## src/rph_pkg.sv

```systemverilog
// package: register map, field layout and state codes of the receive packet handler
package rph_pkg;
  // register offsets
  localparam logic [5:0] RPH_OFS_MARKER_HI = 6'h04;
  localparam logic [5:0] RPH_OFS_MARKER_LO = 6'h05;
  localparam logic [5:0] RPH_OFS_SIZE_LIMIT = 6'h06;
  localparam logic [5:0] RPH_OFS_CTRL_FIRST = 6'h07;
  localparam logic [5:0] RPH_OFS_CTRL_SECOND = 6'h08;
  localparam logic [5:0] RPH_OFS_NODE_ID = 6'h09;
  // reset values
  localparam logic [7:0] RPH_RST_MARKER_HI = 8'hd3;
  localparam logic [7:0] RPH_RST_MARKER_LO = 8'h91;
  localparam logic [7:0] RPH_RST_SIZE_LIMIT = 8'hff;
  localparam logic [7:0] RPH_RST_CTRL_FIRST = 8'h04;
  localparam logic [7:0] RPH_RST_CTRL_SECOND = 8'h45;
  localparam logic [7:0] RPH_RST_NODE_ID = 8'h00;
  // writable / readable bits, unused bits read as zero
  localparam logic [7:0] RPH_MASK_CTRL_FIRST = 8'hef;
  localparam logic [7:0] RPH_MASK_CTRL_SECOND = 8'h77;
  // field positions, first control register
  localparam int RPH_BIT_DISCARD = 3;
  localparam int RPH_BIT_TRAILER = 2;
  localparam int RPH_POS_FILTER = 0;
  // field positions, second control register
  localparam int RPH_POS_PATH = 4;
  localparam int RPH_BIT_CHKSUM_EN = 2;
  localparam int RPH_POS_SIZE_MODE = 0;
  // field codes
  localparam logic [1:0] RPH_FILT_OFF = 2'h0;
  localparam logic [1:0] RPH_FILT_NODE = 2'h1;
  localparam logic [1:0] RPH_FILT_BC0 = 2'h2;
  localparam logic [1:0] RPH_FILT_BC0_FF = 2'h3;
  localparam logic [1:0] RPH_PATH_FIFO = 2'h0;
  localparam logic [1:0] RPH_PATH_SYNC = 2'h1;
  localparam logic [1:0] RPH_PATH_ASYNC = 2'h3;
  localparam logic [1:0] RPH_SIZE_FIXED = 2'h0;
  localparam logic [1:0] RPH_SIZE_VAR = 2'h1;
  localparam logic [1:0] RPH_SIZE_INF = 2'h2;
  localparam logic [7:0] RPH_BCAST_LOW = 8'h00;
  localparam logic [7:0] RPH_BCAST_HIGH = 8'hff;
  // checksum
  localparam logic [15:0] RPH_CRC_INIT = 16'hffff;
  localparam logic [15:0] RPH_CRC_POLY = 16'h8005;

  typedef enum logic [3:0] {
    ST_HUNT = 4'h1,
    ST_BODY = 4'h2,
    ST_CHK = 4'h4,
    ST_TRAIL = 4'h8
  } rph_state_e;

  typedef struct packed {
    logic [7:0] marker_hi;
    logic [7:0] marker_lo;
    logic [7:0] size_limit;
    logic [7:0] ctrl_first;
    logic [7:0] ctrl_second;
    logic [7:0] node_id;
  } rph_regs_s;

  typedef struct packed {
    rph_regs_s regs;
    rph_state_e state;
    logic [15:0] marker_sr;
    logic [2:0] bit_cnt;
    logic [6:0] byte_sr;
    logic [7:0] byte_idx;
    logic [7:0] pkt_len;
    logic [15:0] crc;
    logic crc_ok;
    logic trail_idx;
    logic [7:0] rdata;
    logic [7:0] fifo_wdata;
    logic fifo_wr;
    logic fifo_flush;
    logic gpo0;
    logic sclk;
  } rph_state_s;
endpackage

```

## src/rph_rx_packet_handler.sv

```systemverilog
// receive packet handler: marker search, length modes, node filter, checksum, trailer
// Notes on behaviour
// - search the 16-bit marker held in two registers, reset d3 and 91
// - fixed mode: every packet is exactly the stored size long, reset ff
// - discard bit set: flush the receive FIFO on checksum failure
// - trailer enable (reset on) appends signal strength and checksum-ok bytes
// - filter mode 00 off, 01 node, 10 plus 00, 11 plus 00 and ff
// - data path 00 FIFO, 01 synchronous serial, 11 asynchronous, 10 reserved
// - serial modes put received data on a general output pin, not the FIFO
// - size mode 00 uses the stored size as length
// - size mode 01 (reset) takes length from first byte after marker
// - size mode 10 receives without limit, 11 reserved
// - filter compares against an 8-bit node identity, broadcasts 00 and ff
module rph_rx_packet_handler
  import rph_pkg::*;
(
  // clock and reset
  input wire logic sys_clk,
  input wire logic arst_n,
  // register port
  input wire logic reg_wr_en,
  input wire logic [5:0] reg_addr,
  input wire logic [7:0] reg_wdata,
  output logic [7:0] reg_rdata,
  // demodulated data
  input wire logic rx_bit,
  input wire logic rx_bit_valid,
  input wire logic [7:0] rssi_value,
  // receive FIFO side
  output logic fifo_wr,
  output logic [7:0] fifo_wdata,
  output logic fifo_flush,
  // serial output pins
  output logic general_output_zero,
  output logic serial_clk_out
);

  rph_state_s s_reg, s_next;

  function automatic logic filter_pass(input logic [1:0] mode, input logic [7:0] id,
                                       input logic [7:0] b);
    logic hit;
    hit = (b == id);
    if (mode == RPH_FILT_BC0) begin
      hit = hit || (b == RPH_BCAST_LOW);
    end else if (mode == RPH_FILT_BC0_FF) begin
      hit = hit || (b == RPH_BCAST_LOW) || (b == RPH_BCAST_HIGH);
    end
    return (mode == RPH_FILT_OFF) || hit;
  endfunction

  function automatic logic [15:0] crc_step(input logic [15:0] c, input logic b);
    return {c[14:0], 1'b0} ^ ((c[15] ^ b) ? RPH_CRC_POLY : 16'h0000);
  endfunction

  logic [1:0] filt_mode, path_sel, size_mode;
  logic discard_en, trailer_en, chk_en, byte_done, fifo_path;
  logic [7:0] cur_byte, addr_idx, last_idx;
  logic [15:0] marker_cand, crc_upd;

  assign filt_mode = s_reg.regs.ctrl_first[RPH_POS_FILTER +: 2];
  assign discard_en = s_reg.regs.ctrl_first[RPH_BIT_DISCARD];
  assign trailer_en = s_reg.regs.ctrl_first[RPH_BIT_TRAILER];
  assign path_sel = s_reg.regs.ctrl_second[RPH_POS_PATH +: 2];
  assign chk_en = s_reg.regs.ctrl_second[RPH_BIT_CHKSUM_EN];
  assign size_mode = s_reg.regs.ctrl_second[RPH_POS_SIZE_MODE +: 2];
  assign fifo_path = (path_sel == RPH_PATH_FIFO);
  assign byte_done = rx_bit_valid && (s_reg.bit_cnt == 3'h7);
  assign cur_byte = {s_reg.byte_sr, rx_bit};
  assign marker_cand = {s_reg.marker_sr[14:0], rx_bit};
  assign crc_upd = crc_step(s_reg.crc, rx_bit);
  assign addr_idx = (size_mode == RPH_SIZE_VAR) ? 8'h01 : 8'h00;
  assign last_idx = (size_mode == RPH_SIZE_VAR) ? s_reg.pkt_len : s_reg.regs.size_limit - 8'h01;

  always_comb begin
    s_next = s_reg;
    s_next.fifo_wr = 1'b0;
    s_next.fifo_flush = 1'b0;
    s_next.sclk = 1'b0;
    // register writes and registered read data
    if (reg_wr_en) begin
      if (reg_addr == RPH_OFS_MARKER_HI) begin
        s_next.regs.marker_hi = reg_wdata;
      end else if (reg_addr == RPH_OFS_MARKER_LO) begin
        s_next.regs.marker_lo = reg_wdata;
      end else if (reg_addr == RPH_OFS_SIZE_LIMIT) begin
        s_next.regs.size_limit = reg_wdata;
      end else if (reg_addr == RPH_OFS_CTRL_FIRST) begin
        s_next.regs.ctrl_first = reg_wdata & RPH_MASK_CTRL_FIRST;
      end else if (reg_addr == RPH_OFS_CTRL_SECOND) begin
        s_next.regs.ctrl_second = reg_wdata & RPH_MASK_CTRL_SECOND;
      end else if (reg_addr == RPH_OFS_NODE_ID) begin
        s_next.regs.node_id = reg_wdata;
      end
    end
    if (reg_addr == RPH_OFS_MARKER_HI) begin
      s_next.rdata = s_reg.regs.marker_hi;
    end else if (reg_addr == RPH_OFS_MARKER_LO) begin
      s_next.rdata = s_reg.regs.marker_lo;
    end else if (reg_addr == RPH_OFS_SIZE_LIMIT) begin
      s_next.rdata = s_reg.regs.size_limit;
    end else if (reg_addr == RPH_OFS_CTRL_FIRST) begin
      s_next.rdata = s_reg.regs.ctrl_first;
    end else if (reg_addr == RPH_OFS_CTRL_SECOND) begin
      s_next.rdata = s_reg.regs.ctrl_second;
    end else if (reg_addr == RPH_OFS_NODE_ID) begin
      s_next.rdata = s_reg.regs.node_id;
    end else begin
      s_next.rdata = 8'h00;
    end
    if (!fifo_path && rx_bit_valid) begin
      s_next.gpo0 = rx_bit;
      s_next.sclk = (path_sel == RPH_PATH_SYNC);
    end
    if (!fifo_path) begin
      s_next.state = ST_HUNT;
      s_next.marker_sr = 16'h0000;
    end else if (rx_bit_valid || s_reg.state == ST_TRAIL) begin
      if (rx_bit_valid) begin
        s_next.bit_cnt = s_reg.bit_cnt + 3'h1;
        s_next.byte_sr = cur_byte[6:0];
        if (chk_en) begin
          s_next.crc = crc_upd;
        end
      end
      case (s_reg.state)
        ST_HUNT: begin
          s_next.marker_sr = marker_cand;
          if (marker_cand == {s_reg.regs.marker_hi, s_reg.regs.marker_lo}) begin
            s_next.state = ST_BODY;
            s_next.bit_cnt = 3'h0;
            s_next.byte_idx = 8'h00;
            s_next.crc = RPH_CRC_INIT;
            s_next.marker_sr = 16'h0000;
          end
        end
        ST_BODY: begin
          if (byte_done) begin
            s_next.fifo_wr = 1'b1;
            s_next.fifo_wdata = cur_byte;
            s_next.byte_idx = s_reg.byte_idx + 8'h01;
            if (size_mode == RPH_SIZE_VAR && s_reg.byte_idx == 8'h00) begin
              s_next.pkt_len = cur_byte;
              if (cur_byte == 8'h00 || cur_byte > s_reg.regs.size_limit) begin
                s_next.fifo_flush = 1'b1;
                s_next.state = ST_HUNT;
              end
            end else if (filt_mode != RPH_FILT_OFF && s_reg.byte_idx == addr_idx &&
                         !filter_pass(filt_mode, s_reg.regs.node_id, cur_byte)) begin
              s_next.fifo_flush = 1'b1;
              s_next.state = ST_HUNT;
            end
            if (size_mode != RPH_SIZE_INF && s_reg.byte_idx == last_idx &&
                !(size_mode == RPH_SIZE_VAR && s_reg.byte_idx == 8'h00) &&
                s_next.state == ST_BODY) begin
              s_next.byte_idx = 8'h00;
              if (chk_en) begin
                s_next.state = ST_CHK;
              end else if (trailer_en) begin
                s_next.crc_ok = 1'b0;
                s_next.state = ST_TRAIL;
              end else begin
                s_next.state = ST_HUNT;
              end
            end
          end
        end
        ST_CHK: begin
          if (byte_done) begin
            s_next.byte_idx = s_reg.byte_idx + 8'h01;
            if (s_reg.byte_idx == 8'h01) begin
              s_next.crc_ok = (crc_upd == 16'h0000);
              s_next.trail_idx = 1'b0;
              s_next.fifo_flush = discard_en && (crc_upd != 16'h0000) && !trailer_en;
              s_next.state = trailer_en ? ST_TRAIL : ST_HUNT;
            end
          end
        end
        ST_TRAIL: begin
          s_next.fifo_wr = 1'b1;
          s_next.trail_idx = 1'b1;
          s_next.fifo_wdata = s_reg.trail_idx ? {s_reg.crc_ok, 7'h00} : rssi_value;
          if (s_reg.trail_idx) begin
            s_next.fifo_flush = discard_en && chk_en && !s_reg.crc_ok;
            s_next.state = ST_HUNT;
            s_next.trail_idx = 1'b0;
          end
        end
        default: begin
          s_next.state = ST_HUNT;
        end
      endcase
    end
  end

  always_ff @(posedge sys_clk or negedge arst_n) begin
    if (!arst_n) begin
      s_reg <= '0;
      s_reg.state <= ST_HUNT;
      s_reg.regs.marker_hi <= RPH_RST_MARKER_HI;
      s_reg.regs.marker_lo <= RPH_RST_MARKER_LO;
      s_reg.regs.size_limit <= RPH_RST_SIZE_LIMIT;
      s_reg.regs.ctrl_first <= RPH_RST_CTRL_FIRST;
      s_reg.regs.ctrl_second <= RPH_RST_CTRL_SECOND;
      s_reg.regs.node_id <= RPH_RST_NODE_ID;
    end else begin
      s_reg <= s_next;
    end
  end

  assign reg_rdata = s_reg.rdata;
  assign fifo_wr = s_reg.fifo_wr;
  assign fifo_wdata = s_reg.fifo_wdata;
  assign fifo_flush = s_reg.fifo_flush;
  assign general_output_zero = s_reg.gpo0;
  assign serial_clk_out = s_reg.sclk;
endmodule

```

## config.mk

```make
export PLATFORM = sky130hd
export DESIGN_NAME = rph_rx_packet_handler
export DESIGN_NICKNAME = d
export VERILOG_FILES = /design/src/rph_pkg.sv /design/src/rph_rx_packet_handler.sv
export SDC_FILE = /design/constraint.sdc
export NUM_CORES = 1
export LEC_CHECK = 0
export ABC_AREA = 1
export BUFFER_PORTS_ARGS = -buffer_cell sky130_fd_sc_hd__buf_2
export CORE_MARGIN = 2
export CORE_UTILIZATION = 66
export CTS_CLUSTER_SIZE = 14
export DETAILED_ROUTE_END_ITERATION = 6
export PLACE_DENSITY = 0.95
export SLEW_MARGIN = 15
export SYNTH_ARGS = -nofsm -noshare
export SYNTH_HDL_FRONTEND = slang
export SYNTH_SLANG_ARGS = --single-unit
```

## constraint.sdc

```tcl
create_clock -name sys_clk -period 4.12 [get_ports sys_clk]
set_input_delay 0.206 -clock sys_clk [delete_from_list [all_inputs] [get_ports sys_clk]]
set_output_delay 0.206 -clock sys_clk [all_outputs]
set_load 0.01 [all_outputs]
```

==> metrics.md <==
| Metric | Value |
|---|---|
| Number of nets in the layout | 953 |
| Worst path cell trace | nor2_1, nand3_2, nor2_1, nand3_1, nand2_1, o21ai_0 |
| Die Ht | 107 um |
| GRT Resource Usage Total | 34.6% |
| Root Buffer | clkbuf_8 |
| Setup TNS | 0 ns |
| Total global routing overflow | 0 |
| Die Span X | 107 um |
| Worst-case hold path end point | s_reg[115] |
| Crit Path Category | reg2reg |
| Status | complete, no violations |
| Reg2Reg Depth | 6 |
| Yosys warns | 0 |
| Gate Count Post-Synth | 871 |
| # clock sinks | 128 |
| Post-route minimum period | 2.47 ns |
| Post-Syn Area | 7050 um2 |
| Core area | 10400 um2 |
| Leakage Power | 0.00377 uW |
| CTS tree | done |
| CTS buffer count | 17 |
| Hold Path Class | in2reg |
| Num rows | 37 |
| R2r endpoint | s_reg[38] |
| Diode count | 0 |
| Synth-to-layout area growth | 12.2% |
| First-pass GRT wire length | 30200 um |
| Largest net degree at the start of global routing | 64 |
| Pwr per Cell Area | 537 nW/um2 |
| Async SR Flop Fraction | 100% |
| Top-count cell post-synth | nand2_1 |
| Final setup viols | 0 |
| Top cells by count, synth | nand2_1 (223), dfrtp_1 (107), inv_1 (94) |
| Initial DRC Count | 520 |
| CP max-delay cell | nor2_1 |
| RSZ-0062 raised after global routing | false |
| Hpwl dp | 13100 um |
| Yosys top cell by area | dfrtp_1 |
| GPL Wtd Cong | 0.974 |
| H-tree depth | 4 |
| Synth top area share | 38.0% |
| Final period util | 60.0% |
| Die area | 11500 um2 |
| Worst path most repeated cell | nor2_1 |
| WHS Path Cells | 3 |
| DRC violations left | 0 |
| Flops & latches, synth | 128 |
| Drt pass-1 iters | 5 |
| CP Capture Type | flip-flop |
| DR vias | 6327 |
| Maximum vdd drop | 0.000414 V |
| IO Count | 47 |
| Aggregate routed wire length | 18600 um |
| Starting Density | 68.0% |
| Top_reg_cell synth | dfrtp_1 |
| Sequential area share after synthesis | 45.8% |
| Setup ws final | 1.65 ns |
| Data arrival time of the worst path | 2.89 ns |
| Post-CTS Resized | 0 |
| Post-synth EDFFs | 0 |
| Worst path max stage delay | 0.68 ns |
| Vias in the first global route | 6145 |
| Port bufs | 46 |
| Clock Skews | 0.00854 ns |
| Via density | 5.96 |
| Slew Viols, Final | 0 |
| Top area cells in the synthesized netlist | dfrtp_1 (38%), nand2_1 (12%), dfstp_2 (7.8%) |
| Wirelength per Cell | 17.5 um |
| F_max | 405 MHz |
| Clock slew at reported path FFs | 0.06 ns |
| Max reg flops | 80 |
| Final hold violation count | 0 |
| Worst Path Max Fanout | 15 |
| Syn Nets | 912 |
| Worst-Margin Slew | 0.848 ns |
| Syn Area/Cell | 8.10 um2 |
| Critical hold path startpoint | reg_wdata[7] |
| Clk Latency, worst-skew pair | 0.56 ns |
| Required time of the critical path | 4.54 ns |
| R2R setup slack | 1.65 ns |
| Pre-CTS WS | 1.70 ns |
| Distinct cells, synth | 44 |
| Fraction of layout cells with a size suffix above 1 | 16.0% |
| MaxCap Viol Count | 0 |
| Worst slew margin | 43.3% |
| Worst reg2reg startpoint | s_reg[83] |
| Startpoint types | flip-flop |
| Max clock buf depth | 2 |
| WP buf/inv | 0 |
| Critical path's top delay family | simple AND/OR/NAND/NOR gates |
| Routed Antenna Nets | 0 |
| Antenna violations before repair | 0 |
[cell type report]
| class | instances | area, um2 |
|---|---|---|
| clock buffers | 23 | 457 |
| clock inverters | 9 | 111 |
| fillers | 730 | 2460 |
| inverters | 109 | 418 |
| multi-input cells | 598 | 3180 |
| flip-flops and latches | 128 | 3230 |
| well taps | 136 | 170 |
| repair buffers | 58 | 348 |
[what timing repair did]
item | 4_1_cts | 5_1_grt
setup endpoints to repair | 0 | 0
buffers inserted | 0 | 0
hold endpoints to repair | 54 | 0
hold buffers | 10 | 0
[logic make-up after synthesis]
family	after synthesis	synth area share [%]
compound gates	150	12.6
xor+xnor	32	3.97
fa+ha+maj	14	2.48
buf+inv	145	9.14
flops	128	45.8
simple gates	402	26.0
[layer usage]
metal	vias up	global-route usage [%]	part of all wire [%]
li1	2936	-	-
met1	2961	42.6	39
met2	345	55.4	47
met3	85	8.84	9.3
met4	0	19.9	5.0
met5	-	0	0
[layout by cell type, fill, tap and decap left out, types with 14 or more instances in the layout]
cell | synthesis | routed
nand3_1 | 55 | 55
a21oi_1 | 16 | 16
nor2_1 | 56 | 56
inv_1 | 94 | 94
xnor2_1 | 23 | 23
o21ai_0 | 72 | 72
clkbuf_16 | 0 | 16
nand4_1 | 15 | 15
dfstp_2 | 21 | 21
o211ai_1 | 17 | 17
dfrtp_1 | 107 | 107
nand2_1 | 223 | 223
buf_2 | 7 | 45
ha_1 | 14 | 14
o22ai_1 | 15 | 15
[per-stage QoR]
stage | std cells | total power (uW) | instance area, um2 | hold slack (ns) | utilization [%]
after floorplan | 871 | 2460 | 7050 | -0.0896 | -
after global placement | 1019 | 2720 | 7240 | 0.327 | 69.9
after detailed placement | 1019 | 2770 | 7240 | 0.331 | 69.9
after CTS | 1061 | 4240 | 7910 | 0.00517 | 76.3
after global routing | 1061 | 4480 | 7910 | 0.0208 | 76.3
final | 1061 | 4250 | 7910 | 0.0125 | 76.3
[worst reg2reg max path, cell delays in order (launching register included)]
cell and delay [ns]:
dfrtp_1 0.42, nor2_1 0.20, nand3_2 0.15, nor2_1 0.68, nand3_1 0.58, nand2_1 0.21, o21ai_0 0.10
[where the power goes]
part	total [uW]	switching (uW)	leakage, uW	internal [uW]
Clock	1450	558	0.000272	893
Sequential	1740	248	0.00164	1490
Combinational	1060	655	0.00186	404
Total	4250	1460	0.00377	2790
[how the worst max path moves through the flow]
stage | startpoint | endpoint | slack [ns] | cells past startpoint
global placement | s_reg[113] | s_reg[47] | 1.74 | 15
detailed placement | s_reg[113] | s_reg[48] | 1.70 | 15
finish | s_reg[83] | s_reg[38] | 1.65 | 6
global route | s_reg[61] | s_reg[39] | 1.39 | 6
floorplan | s_reg[113] | s_reg[50] | 2.04 | 15
CTS | s_reg[113] | s_reg[48] | 1.69 | 15
(Power assumes the default switching activity.)
